## config.mk

```make
export PLATFORM = sky130hd
export DESIGN_NAME = usr_rx_top
export DESIGN_NICKNAME = d
export VERILOG_FILES = /design/src/usr_pkg.sv /design/src/usr_baud_tick.sv /design/src/usr_rx_top.sv /design/src/usr_shifter.sv
export SDC_FILE = /design/constraint.sdc
export NUM_CORES = 1
export LEC_CHECK = 0
export BUFFER_PORTS_ARGS = -buffer_cell sky130_fd_sc_hd__buf_2
export CORE_MARGIN = 3
export CORE_UTILIZATION = 45
export DETAILED_ROUTE_END_ITERATION = 12
export PLACE_DENSITY_LB_ADDON = 0.3
export SLEW_MARGIN = 20
export SYNTH_ARGS = -nofsm -noshare
export SYNTH_HDL_FRONTEND = slang
export SYNTH_HIERARCHICAL = 1
export SYNTH_SLANG_ARGS = --single-unit
```

## constraint.sdc

```tcl
create_clock -name pclk -period 6.3 [get_ports pclk]
set_input_delay 0.63 -clock pclk [delete_from_list [all_inputs] [get_ports pclk]]
set_output_delay 0.63 -clock pclk [all_outputs]
set_load 0.01 [all_outputs]
```

## src/usr_pkg.sv

```systemverilog
// Shared constants and types of the receive, status and modem-pin block.
package usr_pkg;
  localparam logic [7:0] ADDR_DATA = 8'h00;
  localparam logic [7:0] ADDR_MODE = 8'h04;
  localparam logic [7:0] ADDR_CMD = 8'h08;
  localparam logic [7:0] ADDR_STAT = 8'h0C;
  localparam logic [7:0] ADDR_SYNC = 8'h10;
  localparam logic [7:0] ADDR_IRQ_ST = 8'h14;
  localparam logic [7:0] ADDR_IRQ_MASK = 8'h18;
  localparam logic [1:0] BAUD_SYNC = 2'h0;
  localparam logic [1:0] BAUD_X1 = 2'h1;
  localparam logic [1:0] BAUD_X16 = 2'h2;
  localparam logic [1:0] BAUD_X64 = 2'h3;
  localparam int MODE_EXT = 6;
  localparam int CMD_TXEN = 0;
  localparam int CMD_DTR = 1;
  localparam int CMD_RXEN = 2;
  localparam int CMD_ERR_RST = 4;
  localparam int CMD_RTS = 5;
  localparam int CMD_HUNT = 7;
  localparam int STAT_RX_CHAR_READY = 1;
  localparam int STAT_OVR = 4;
  localparam int STAT_SYNBRK = 6;
  localparam int STAT_DSR = 7;
  localparam int IRQ_RX = 0;
  localparam int IRQ_OVR = 1;
  localparam int IRQ_SYNBRK = 2;
  localparam int IRQ_W = 3;
  localparam int DIV_W = 7;
  localparam logic [6:0] DIV_ONE = 7'h01;
  localparam logic [6:0] DIV_16 = 7'h10;
  localparam logic [6:0] DIV_16_HALF = 7'h08;
  localparam logic [6:0] DIV_64 = 7'h40;
  localparam logic [6:0] DIV_64_HALF = 7'h20;
  localparam logic [7:0] MODE_RST = 8'h00;
  localparam logic [7:0] CMD_RST = 8'h00;
  localparam logic [7:0] SYNC_RST = 8'h00;
  localparam logic [1:0] BREAK_STOPS = 2'h2;
  typedef enum logic [4:0] {
    RX_IDLE = 5'b00001,
    RX_START = 5'b00010,
    RX_DATA = 5'b00100,
    RX_STOP = 5'b01000,
    RX_HUNT = 5'b10000
  } usr_rx_state_t;
endpackage

```

## src/usr_baud_tick.sv

```systemverilog
// Bit-sample strobe generator counting edges of the receive bit clock.
`timescale 1ns/100ps
module usr_baud_tick #(
  parameter int W = 7
) (
  // Clock and reset.
  input wire logic pclk,
  input wire logic presetn,
  // Edge strobe, restart and division values.
  input wire logic edge_in,
  input wire logic restart,
  input wire logic [W-1:0] full,
  input wire logic [W-1:0] half,
  // Sample strobe.
  output logic tick
);
  logic [W-1:0] cnt;

  // A restart lands the first strobe mid-bit, later ones a whole bit apart.
  assign tick = edge_in && !restart && (cnt <= W'(1));

  always_ff @(posedge pclk or negedge presetn) begin
    if (!presetn) begin
      cnt <= W'(1);
    end else if (restart) begin
      cnt <= half;
    end else if (edge_in) begin
      cnt <= (cnt <= W'(1)) ? full : cnt - W'(1);
    end
  end
endmodule // usr_baud_tick

```

## src/usr_rx_top.sv

```systemverilog
// Receiver, status flags, shared sync/break pin and modem lines behind APB.
// Overview of operation
// - Receive-ready stays high while a complete character waits to be read.
// - A data read clears receive-ready at the start of the read access.
// - A character finishing before the previous was read replaces it and sets overrun.
// - In synchronous mode one bit is taken per receive bit-clock cycle.
// - In asynchronous mode the bit rate is the bit clock divided by 1, 16 or 64.
// - Internal sync mode drives the shared pin high once the sync character matches.
// - Internal sync mode returns the shared pin low when status is read.
// - External sync mode takes the shared pin as input and starts assembly when it is high.
// - Asynchronous mode drives break high when two consecutive stop bits are low.
// - Break is cleared once the receive line is high again.
// - Break reads low during and after reset.
// - Status shows the current data-set-ready level.
// - Terminal-ready and request-to-send follow the command bits until changed.
// - With transmit enabled, sending is allowed only while clear-to-send is low.
//
// Local design decisions: the APB register port and the address map.
`timescale 1ns/100ps
module usr_rx_top #(
  parameter int CHAR_BITS = 8
) (
  // Clock and reset.
  input wire logic pclk,
  input wire logic presetn,
  // APB slave.
  input wire logic psel,
  input wire logic penable,
  input wire logic pwrite,
  input wire logic [7:0] paddr,
  input wire logic [31:0] pwdata,
  output logic [31:0] prdata,
  output logic pready,
  output logic pslverr,
  // Serial receive side.
  input wire logic rx_serial,
  input wire logic rx_bit_clock,
  input wire logic sync_or_break_in,
  output logic sync_or_break_out,
  output logic sync_or_break_oe,
  // Modem lines.
  input wire logic dsr_n,
  input wire logic cts_n,
  output logic dtr_n,
  output logic rts_n,
  output logic tx_send_ok,
  // Interrupt.
  output logic irq
);
  ////////////////////////////////////////////////////////////////////////////
  logic [7:0] mode;
  logic [7:0] cmd;
  logic [7:0] sync_char;
  logic [7:0] rx_data;
  logic rx_ready;
  logic overrun;
  logic sync_det;
  logic break_det;
  logic [1:0] stop_low_cnt;
  logic [usr_pkg::IRQ_W-1:0] irq_st;
  logic [usr_pkg::IRQ_W-1:0] irq_mask;
  logic rxc_q;
  logic [3:0] bit_cnt;
  usr_pkg::usr_rx_state_t state;
  logic [usr_pkg::DIV_W-1:0] div_full;
  logic [usr_pkg::DIV_W-1:0] div_half;
  logic [CHAR_BITS-1:0] shreg;
  logic tick;

  wire setup = psel && !penable;
  wire wr_fire = psel && penable && pready && pwrite;
  wire rd_data = setup && !pwrite && (paddr == usr_pkg::ADDR_DATA);
  wire rd_stat = setup && !pwrite && (paddr == usr_pkg::ADDR_STAT);
  wire wr_mode = wr_fire && (paddr == usr_pkg::ADDR_MODE);
  wire wr_cmd = wr_fire && (paddr == usr_pkg::ADDR_CMD);
  wire sync_mode = (mode[1:0] == usr_pkg::BAUD_SYNC);
  wire ext_sync = sync_mode && mode[usr_pkg::MODE_EXT];
  wire rx_en = cmd[usr_pkg::CMD_RXEN];
  wire rise = rx_bit_clock && !rxc_q;
  wire last_bit = (bit_cnt == 4'(CHAR_BITS - 1));
  wire restart = (state == usr_pkg::RX_IDLE) && !sync_mode && rx_en && !rx_serial;
  // Sync mode reloads the divider in idle, so a count left by a slower factor cannot delay bit one.
  wire tick_restart = restart || ((state == usr_pkg::RX_IDLE) && sync_mode);
  wire [CHAR_BITS-1:0] next_shreg = {rx_serial, shreg[CHAR_BITS-1:1]};
  wire sync_hit = (state == usr_pkg::RX_HUNT) && !ext_sync && tick
    && (next_shreg == sync_char);
  wire ext_go = (state == usr_pkg::RX_HUNT) && ext_sync && sync_or_break_in;
  wire load = tick && (sync_mode ? (state == usr_pkg::RX_DATA) && last_bit
    : (state == usr_pkg::RX_STOP));
  wire stop_low = tick && !sync_mode && (state == usr_pkg::RX_STOP) && !rx_serial;
  wire break_set = stop_low && (stop_low_cnt == usr_pkg::BREAK_STOPS - 2'h1);
  wire mapped = (paddr == usr_pkg::ADDR_DATA) || (paddr == usr_pkg::ADDR_MODE)
    || (paddr == usr_pkg::ADDR_CMD) || (paddr == usr_pkg::ADDR_STAT)
    || (paddr == usr_pkg::ADDR_SYNC) || (paddr == usr_pkg::ADDR_IRQ_ST)
    || (paddr == usr_pkg::ADDR_IRQ_MASK);
  wire [usr_pkg::IRQ_W-1:0] irq_ev = {sync_hit || break_set, load && rx_ready, load};

  ////////////////////////////////////////////////////////////////////////////
  // Bit-clock edge, divider and shifter.
  always_ff @(posedge pclk or negedge presetn) begin
    if (!presetn) begin
      rxc_q <= 1'b0;
    end else begin
      rxc_q <= rx_bit_clock;
    end
  end

  always_comb begin
    case (mode[1:0])
      usr_pkg::BAUD_X16: begin
        div_full = usr_pkg::DIV_16;
        div_half = usr_pkg::DIV_16_HALF;
      end
      usr_pkg::BAUD_X64: begin
        div_full = usr_pkg::DIV_64;
        div_half = usr_pkg::DIV_64_HALF;
      end
      default: begin
        div_full = usr_pkg::DIV_ONE;
        div_half = usr_pkg::DIV_ONE;
      end
    endcase
  end

  usr_baud_tick #(.W(usr_pkg::DIV_W)) u_tick (
    .pclk(pclk),
    .presetn(presetn),
    .edge_in(rise),
    .restart(tick_restart),
    .full(div_full),
    .half(div_half),
    .tick(tick)
  );

  usr_shifter #(.W(CHAR_BITS)) u_shift (
    .pclk(pclk),
    .presetn(presetn),
    .shift_en(tick && ((state == usr_pkg::RX_DATA) || (state == usr_pkg::RX_HUNT))),
    .bit_in(rx_serial),
    .data(shreg)
  );

  ////////////////////////////////////////////////////////////////////////////
  // Receive sequencer.
  always_ff @(posedge pclk or negedge presetn) begin
    if (!presetn) begin
      state <= usr_pkg::RX_IDLE;
      bit_cnt <= 4'h0;
    end else if (wr_mode || !rx_en) begin
      state <= usr_pkg::RX_IDLE;
      bit_cnt <= 4'h0;
    end else if (wr_cmd && sync_mode && pwdata[usr_pkg::CMD_HUNT]) begin
      state <= usr_pkg::RX_HUNT;
      bit_cnt <= 4'h0;
    end else begin
      case (state)
        usr_pkg::RX_IDLE: begin
          if (restart) begin
            state <= usr_pkg::RX_START;
          end else if (sync_mode) begin
            state <= usr_pkg::RX_HUNT;
          end
        end
        usr_pkg::RX_START: begin
          if (tick) begin
            state <= rx_serial ? usr_pkg::RX_IDLE : usr_pkg::RX_DATA;
            bit_cnt <= 4'h0;
          end
        end
        usr_pkg::RX_DATA: begin
          if (tick) begin
            bit_cnt <= last_bit ? 4'h0 : bit_cnt + 4'h1;
            if (last_bit && !sync_mode) begin
              state <= usr_pkg::RX_STOP;
            end
          end
        end
        usr_pkg::RX_STOP: begin
          if (tick) begin
            state <= usr_pkg::RX_IDLE;
          end
        end
        usr_pkg::RX_HUNT: begin
          if (sync_hit || ext_go) begin
            state <= usr_pkg::RX_DATA;
            bit_cnt <= 4'h0;
          end
        end
        default: begin
          state <= usr_pkg::RX_IDLE;
        end
      endcase
    end
  end

  ////////////////////////////////////////////////////////////////////////////
  // Received character and its flags; a setting event wins over a clear.
  always_ff @(posedge pclk or negedge presetn) begin
    if (!presetn) begin
      rx_data <= 8'h00;
      rx_ready <= 1'b0;
    end else if (load) begin
      // In sync mode the last bit is still being shifted in on this cycle.
      rx_data <= 8'(sync_mode ? next_shreg : shreg);
      rx_ready <= 1'b1;
    end else if (rd_data) begin
      rx_ready <= 1'b0;
    end
  end

  always_ff @(posedge pclk or negedge presetn) begin
    if (!presetn) begin
      overrun <= 1'b0;
    end else if (load && rx_ready && !rd_data) begin
      overrun <= 1'b1;
    end else if (wr_cmd && pwdata[usr_pkg::CMD_ERR_RST]) begin
      overrun <= 1'b0;
    end
  end

  always_ff @(posedge pclk or negedge presetn) begin
    if (!presetn) begin
      sync_det <= 1'b0;
    end else if (sync_hit) begin
      sync_det <= 1'b1;
    end else if (rd_stat || !sync_mode) begin
      sync_det <= 1'b0;
    end
  end

  always_ff @(posedge pclk or negedge presetn) begin
    if (!presetn) begin
      stop_low_cnt <= 2'h0;
      break_det <= 1'b0;
    end else begin
      if (rx_serial) begin
        stop_low_cnt <= 2'h0;
      end else if (stop_low && stop_low_cnt != usr_pkg::BREAK_STOPS) begin
        stop_low_cnt <= stop_low_cnt + 2'h1;
      end
      if (break_set) begin
        break_det <= 1'b1;
      end else if (rx_serial || sync_mode) begin
        break_det <= 1'b0;
      end
    end
  end

  ////////////////////////////////////////////////////////////////////////////
  // Pins.
  always_ff @(posedge pclk or negedge presetn) begin
    if (!presetn) begin
      sync_or_break_out <= 1'b0;
      sync_or_break_oe <= 1'b1;
      dtr_n <= 1'b1;
      rts_n <= 1'b1;
      tx_send_ok <= 1'b0;
    end else begin
      sync_or_break_out <= sync_mode ? sync_det : break_det;
      sync_or_break_oe <= !ext_sync;
      dtr_n <= !cmd[usr_pkg::CMD_DTR];
      rts_n <= !cmd[usr_pkg::CMD_RTS];
      tx_send_ok <= cmd[usr_pkg::CMD_TXEN] && !cts_n;
    end
  end

  ////////////////////////////////////////////////////////////////////////////
  // Registers and APB.
  always_ff @(posedge pclk or negedge presetn) begin
    if (!presetn) begin
      mode <= usr_pkg::MODE_RST;
      cmd <= usr_pkg::CMD_RST;
      sync_char <= usr_pkg::SYNC_RST;
      irq_mask <= '0;
    end else if (wr_fire) begin
      case (paddr)
        usr_pkg::ADDR_MODE: mode <= pwdata[7:0];
        usr_pkg::ADDR_CMD: cmd <= pwdata[7:0];
        usr_pkg::ADDR_SYNC: sync_char <= pwdata[7:0];
        usr_pkg::ADDR_IRQ_MASK: irq_mask <= pwdata[usr_pkg::IRQ_W-1:0];
        default: ;
      endcase
    end
  end

  always_ff @(posedge pclk or negedge presetn) begin
    if (!presetn) begin
      irq_st <= '0;
      irq <= 1'b0;
    end else begin
      if (wr_fire && paddr == usr_pkg::ADDR_IRQ_ST) begin
        irq_st <= (irq_st & ~pwdata[usr_pkg::IRQ_W-1:0]) | irq_ev;
      end else begin
        irq_st <= irq_st | irq_ev;
      end
      irq <= |(irq_st & irq_mask);
    end
  end

  always_ff @(posedge pclk or negedge presetn) begin
    if (!presetn) begin
      pready <= 1'b0;
      pslverr <= 1'b0;
      prdata <= 32'h0000_0000;
    end else begin
      pready <= setup;
      pslverr <= setup && !mapped;
      if (setup && !pwrite) begin
        case (paddr)
          usr_pkg::ADDR_DATA: prdata <= {24'h00_0000, rx_data};
          usr_pkg::ADDR_MODE: prdata <= {24'h00_0000, mode};
          usr_pkg::ADDR_CMD: prdata <= {24'h00_0000, cmd};
          usr_pkg::ADDR_STAT: begin
            prdata <= 32'h0000_0000;
            prdata[usr_pkg::STAT_RX_CHAR_READY] <= rx_ready;
            prdata[usr_pkg::STAT_OVR] <= overrun;
            prdata[usr_pkg::STAT_SYNBRK] <= sync_mode ? sync_det : break_det;
            prdata[usr_pkg::STAT_DSR] <= !dsr_n;
          end
          usr_pkg::ADDR_SYNC: prdata <= {24'h00_0000, sync_char};
          usr_pkg::ADDR_IRQ_ST: prdata <= {29'h0, irq_st};
          usr_pkg::ADDR_IRQ_MASK: prdata <= {29'h0, irq_mask};
          default: prdata <= 32'h0000_0000;
        endcase
      end
    end
  end

  logic [6:0] rise_cnt;
  always_ff @(posedge pclk or negedge presetn) begin
    if (!presetn) begin
      rise_cnt <= 7'h00;
    end else if (tick || restart) begin
      rise_cnt <= 7'h00;
    end else if (rise) begin
      rise_cnt <= rise_cnt + 7'h01;
    end
  end
endmodule // usr_rx_top

```

## src/usr_shifter.sv

```systemverilog
// LSB-first serial-in shift register.
`timescale 1ns/100ps
module usr_shifter #(
  parameter int W = 8
) (
  // Clock and reset.
  input wire logic pclk,
  input wire logic presetn,
  // Serial input.
  input wire logic shift_en,
  input wire logic bit_in,
  // Parallel view.
  output logic [W-1:0] data
);
  always_ff @(posedge pclk or negedge presetn) begin
    if (!presetn) begin
      data <= '0;
    end else if (shift_en) begin
      data <= {bit_in, data[W-1:1]};
    end
  end
endmodule // usr_shifter
```

# Word level (Yosys, flattened, before mapping)
# Cells that the tools add are included.
totals:
  latchBits: 0
  register_bits: 109
  mem_bits_rw: 0
  rom_bits: 0
  wordCells: 177
  mem_count: 0
classes:
  shift: 0
  add_sub_neg: 3
  magnitude_cmp: 1
  bitwise: 5
  eq_ne: 23
  div: 0
  n_reduce_logical: 82
  mul: 0
  muxes: 38
ops:
  columns: ["cell", "count"]
  rows:
  - ["$pmux W8 S7", 1]
  - ["$mux W5", 9]
  - ["$logic_and A1 B1 Y1", 39]
  - ["$pmux W5 S5", 1]
  - ["$eq A8 B5 Y1 const B", 3]
  - ["$mux W4", 6]
  - ["$mux W7", 3]
  - ["$eq A8 B4 Y1 const B", 2]
  - ["$logic_not A1 Y1", 14]
  - ["$pmux W7 S2", 1]
  - ["$logic_or A1 B1 Y1", 13]
  - ["$pmux W4 S3", 1]
  - ["$pmux W6 S2", 1]
  - ["$reduce_bool A2 Y1", 6]
  - ["$mux W1", 10]
  - ["$eq A8 B3 Y1 const B", 1]
  - ["$eq A8 B8 Y1", 1]
  - ["$logic_not A8 Y1", 1]
  - ["$mux W8", 1]
  - ["$ne A4 B1 Y1 const B", 2]
  - ["$ne A4 B2 Y1 const B", 2]
  - ["$reduce_and A2 Y1", 4]
  - ["$le A7 B1 Y1 const B", 1]
  - ["$sub A7 B1 Y7 const B", 1]
  - ["other kinds (23)", 28]

# Depth between registers and ports, before layout
depth:
  word_depth: 16
  mapped_depth: 13
  ltp_nobuf: 12

# Modules after synthesis
# The synthesis kept the hierarchy.
by_module_without_submodules:
  columns: ["mod", "area_per_inst_um2", "cells_each", "n_inst"]
  rows:
  - ["usr_rx_top", 3752.3, 370, 1]
  - ["usr_baud_tick", 544.3, 62, 1]
  - ["usr_shifter", 331.6, 17, 1]

# Worst setup path after synthesis
# No wires, ideal clock.
synth_path:
  path_kind: "reg2reg"
  start: "register mode[0]"
  end: "register state[2]"
  setup_time_ns: 0.139
  stages_incl_launch_ff: 14
  path_slack_ns: 3.331
  arrival_ns: 2.830
  path_cell_list: "dfrtp_1 -> nor2_1 -> clkbuf_1 -> a21oi_1 -> nor2_1 -> inv_1 -> nand2_1 -> nor2b_1 -> clkbuf_1 -> or3_1 -> a21oi_1 -> nor2_1 -> a31oi_1 -> nor2_1"
synth_via:
  elab_chain_cells: 14
  elab_cells_between_ends: 32
  classes_between: "eq/ne (6); mux (4); reduce/logical (22)"
synth_rtl:
  columns: ["element", "line", "text"]
  rows:
  - ["from (decl)", "usr_rx_top.sv:51", "logic [7:0] mode;"]
  - ["from (signal assigned)", "usr_rx_top.sv:271", "mode <= usr_pkg::MODE_RST;"]
  - ["from (signal assigned)", "usr_rx_top.sv:277", "usr_pkg::ADDR_MODE: mode <= pwdata[7:0];"]
  - ["$logic_not A2 Y1 (*)", "usr_rx_top.sv:76", "wire sync_mode = (mode[1:0] == usr_pkg::BAUD_SYNC);"]
  - ["$logic_not A1 Y1", "usr_rx_top.sv:81", "wire restart = (state == usr_pkg::RX_IDLE) && !sync_mode && rx_en && !rx_serial;"]
  - ["$logic_and A1 B1 Y1 (3 in a row)", "usr_rx_top.sv:81", null]
  - ["$logic_or A1 B1 Y1 (*)", "usr_rx_top.sv:83", "wire tick_restart = restart || ((state == usr_pkg::RX_IDLE) && sync_mode);"]
  - ["named net tick_restart", "usr_rx_top.sv:83", null]
  - ["$logic_not A1 Y1 (*)", "usr_baud_tick.sv:20", "assign tick = edge_in && !restart && (cnt <= W'(1));"]
  - ["$logic_and A1 B1 Y1 (*) (2 in a row)", "usr_baud_tick.sv:20", null]
  - ["named net tick", "usr_rx_top.sv:68", "logic tick;"]
  - ["$logic_and A1 B1 Y1", "usr_rx_top.sv:85", "wire sync_hit = (state == usr_pkg::RX_HUNT) && !ext_sync && tick"]
  - ["$logic_and A1 B1 Y1", "usr_rx_top.sv:86", "&& (next_shreg == sync_char);"]
  - ["$logic_or A1 B1 Y1", "usr_rx_top.sv:184", "if (sync_hit || ext_go) begin"]
  - ["$ne A4 B1 Y1 (no source line)", null, null]
  - ["$reduce_and A6 Y1 (no source line) (*)", null, null]
  - ["to (signal assigned)", "usr_rx_top.sv:180", "state <= usr_pkg::RX_IDLE;"]
  - ["to (signal assigned)", "usr_rx_top.sv:185", "state <= usr_pkg::RX_DATA;"]
  - ["to (signal assigned)", "usr_rx_top.sv:190", "state <= usr_pkg::RX_IDLE;"]
  - ["to (decl)", "usr_rx_top.sv:64", "usr_pkg::usr_rx_state_t state;"]
# Mark *: on every way through the listed nets, which the timed path passes. The rest lies on a longest branch.
# A chain may end at the register's enable or synchronous reset.

# Worst setup path in the final report
layout_path:
  start: "register u_tick.cnt[4]"
  end: "register bit_cnt[0]"
layout_via:
  elab_chain_cells: 7
  elab_cells_between_ends: 9
  classes_between: "order compare (1); eq/ne (3); reduce/logical (5)"
layout_rtl:
  columns: ["element", "line", "text"]
  rows:
  - ["from (decl)", "usr_baud_tick.sv:17", "logic [W-1:0] cnt;"]
  - ["from (signal assigned)", "usr_baud_tick.sv:26", "cnt <= half;"]
  - ["from (signal assigned)", "usr_baud_tick.sv:28", "cnt <= (cnt <= W'(1)) ? full : cnt - W'(1);"]
  - ["$le A7 B1 Y1 (*)", "usr_baud_tick.sv:20", null]
  - ["$logic_and A1 B1 Y1 (*)", "usr_baud_tick.sv:20", null]
  - ["named net tick", "usr_rx_top.sv:68", null]
  - ["$logic_and A1 B1 Y1", "usr_rx_top.sv:85", null]
  - ["$logic_and A1 B1 Y1", "usr_rx_top.sv:86", null]
  - ["$logic_or A1 B1 Y1", "usr_rx_top.sv:184", null]
  - ["$ne A4 B1 Y1 (no source line)", null, null]
  - ["$reduce_and A4 Y1 (no source line) (*)", null, null]
  - ["to (signal assigned)", "usr_rx_top.sv:172", "bit_cnt <= last_bit ? 4'h0 : bit_cnt + 4'h1;"]
  - ["to (decl)", "usr_rx_top.sv:63", "logic [3:0] bit_cnt;"]
# Marked as above.

==> impl_metrics.tcl <==
set metrics [dict create \
    status "finished, final reports clean" \
    grt_max_degree 59 \
    hold_viol_final 0 \
    yosysTopAreaCellShare_pct 43.25 \
    yosysSeqAreaShare_pct 46.09 \
    cp-end-kind "register" \
    synth.most_common_cell "dfrtp_1" \
    path_class "reg2reg" \
    h-tree-depth 3 \
    clock.fmax_mhz 253.2 \
    syn_inst 449 \
    gr-total-overflow 0 \
    crit_required_ps 6570 \
    p_total_uw 1057 \
    min_period_ps 3949 \
    grtUsageTotal_pct 19.13 \
    cts-buffers-inserted 9 \
    postRouteAntennaNets 0 \
    diodes 0 \
    die_h_um 107.4 \
    core.rowCount 36 \
    cts_tree "yes" \
    drt_first_pass_iters 6 \
    fin_crit_sh_pct 62.68 \
    startpoint_type "register" \
    cts_sinks 85 \
    relSlewSlack_pct 42.94 \
    remaining_drc_errors 0 \
    final_util_pct 51.66 \
    final_area_um2 5096 \
    grt_pass1_vias 3488 \
    ys_top_cells_by_count "80 x dfrtp_1, 45 x nand2_1, 31 x nor2_1, 25 x buf_4, 24 x o21ai_0" \
    drtIter0Drc 247 \
    met2_usage_pct 32.26 \
    wirelength_mm 10.67 \
    finalSetupViolations 0 \
    via_count 3512 \
    syn_area_um2 4628 \
    numPortBuffers 41 \
    cts.path.max_buffers 2 \
    critPathArrivalTime_ps 4220 \
    yosysTopAreaCell "dfrtp_1" \
    cts_setup_buffers 0 \
    top_usage_layer "met2" \
    tightest_slew_ps 849.3 \
    gp_congestion 0.8591 \
    core_um2 9864 \
    fillers 896 \
    ctsHoldBuffers 0 \
    maxCapViolations 0 \
    drv_slew 0 \
    synth_seq_cells 85 \
    ctsResizeCount 0 \
    grt_pass1_wl_mm 17.17 \
    gr-usage-met3_pct 4.319 \
    irDropWorstVdd_uv 143.7 \
    synth_edf_count 0 \
    yosys_warnings 6 \
    clk_latency_ps 350 \
    multiInputGateArea_um2 2258 \
    die_w_um 107.4 \
    die-area_um2 11540 \
    async_flop_share_pct 100.0 \
    io_pins 90 \
    p_per_area_nw_per_um2 207.4 \
    path_clk_slew_ps 90 \
    root_buffer "clkbuf_8" \
    syn2layout_area_growth_pct 10.11 \
    num-nets-final 551 \
    ys.flop_type "dfrtp_1" \
    placed_area_um2 4878 \
    rsz0062_at_grt "false" \
    antenna_found_initial 0 \
    holdWs_ps 180.9 \
    ys_types 64 \
    met1_usage_pct 24.47 \
    register_area_um2 2133 \
    postSynthAreaPerCell_um2 10.31 \
    dpl.hpwl_mm 7.660 \
    routed_via_density 5.539 \
    skew_ps 9.811 \
    drive_gt1_share_pct 20.96 \
    min_path_type "in2async" \
    start_util_pct 46.92 \
    setup_tns_ps 0 \
    leakage_uw 0.002332 \
    cp_max_fo 13 \
    synth_top_cells_by_area "dfrtp_1 43%, mux2i_1 4.1%, buf_4 4.1%" \
    wl_per_cell_um 16.82 \
]
==> layout make-up <==
cell class / count / share of cell area (%)
inverter: 18 / 1.326
timing repair buffer: 47 / 4.959
tap: 133 / 3.265
clock buffer: 11 / 2.971
sequential: 85 / 41.86
multi-input combinational: 335 / 44.32
clock inverter: 5 / 1.301
==> per-layer routing <==
layer	wire length (um)	share of wire, %
met3	659	6.2
met5	0	0
met2	5258	49
met1	4595	43
met4	153	1.4
==> state kept, by name, indices dropped and copies added (netlist names), 4 cells and up <==
register / cells
prdata: 8
u_tick/cnt: 7
cmd: 8
mode: 8
sync_char: 8
u_shift/data: 8
bit_cnt: 4
state: 5
rx_data: 8
==> worst max-delay path: stages (launching register included) <==
cell and delay, ps:
dfrtp_1 440, or4_4 570, nor3b_2 570, nor2b_1 770, nand4_1 310, nor4_4 390, o21ai_2 190, or4b_1 490
a21oi_1 140
==> worst paths after layout <==
kind / cells past startpoint / to / from / slack, ps
max: 8 / bit_cnt[0]$_DFFE_PN0P_ / u_tick/cnt[4]$_DFFE_PN0P_ / 2350
min: 1 / bit_cnt[3]$_DFFE_PN0P_ / presetn / 180
max reg2reg: 8 / bit_cnt[0]$_DFFE_PN0P_ / u_tick/cnt[4]$_DFFE_PN0P_ / 2350
min reg2reg: 1 / rts_n$_DFF_PN1_ / cmd[5]$_DFFE_PN0N_ / 420
max in group asynchronous: 2 / rxc_q$_DFF_PN0_ / presetn / 5070
min in group pclk: 1 / rxc_q$_DFF_PN0_ / rx_bit_clock / 400
==> power by group <==
| part | switching (uW) | total (uW) | internal (uW) |
|---|---|---|---|
| sequential | 7.64 | 564 | 557 |
| clock | 204 | 414 | 210 |
| combinational | 51.9 | 78.1 | 26.2 |
| total | 264 | 1060 | 793 |
==> stage by stage <==
| stage | setup slack (ps) | std cells |
|---|---|---|
| 2_1_floorplan | 3331 | 480 |
| 3_3_place_gp | 2471 | 618 |
| 3_5_place_dp | 2356 | 618 |
| 4_1_cts | 2368 | 634 |
| 5_1_grt | 2106 | 634 |
| 6_report | 2351 | 634 |
==> kinds of logic after synthesis <==
kind of cell	after synthesis	synth area share, %
xor gates and xnor gates	12	2.271
muxes	54	13.76
adders and majority gates	5	1.352
DFF	85	46.09
and+or+nand+nor	142	16.25
buffers and inverters	60	7.624
AOI/OAI and AO/OA	90	12.57
other	1	0.08103
==> layout by cell type (no fill, tap or decap), drive strengths merged, types with 3 or more instances in the layout <==
cell type  count
nor3          10
nand2b         4
o21ai         30
nand2         46
mux2          33
nand3          3
xor2           4
buf           47
a41oi          3
nor4           5
xnor2          8
a21oi         16
inv           20
mux2i         19
nor3b          7
nor2          32
dfstp          5
or3           10
o31ai          3
conb          32
clkbuf        11
nor2b          6
nand4          5
a31oi          9
dfrtp         80
or4            4
ha             5
a22oi          8
(Power assumes the default switching activity.)
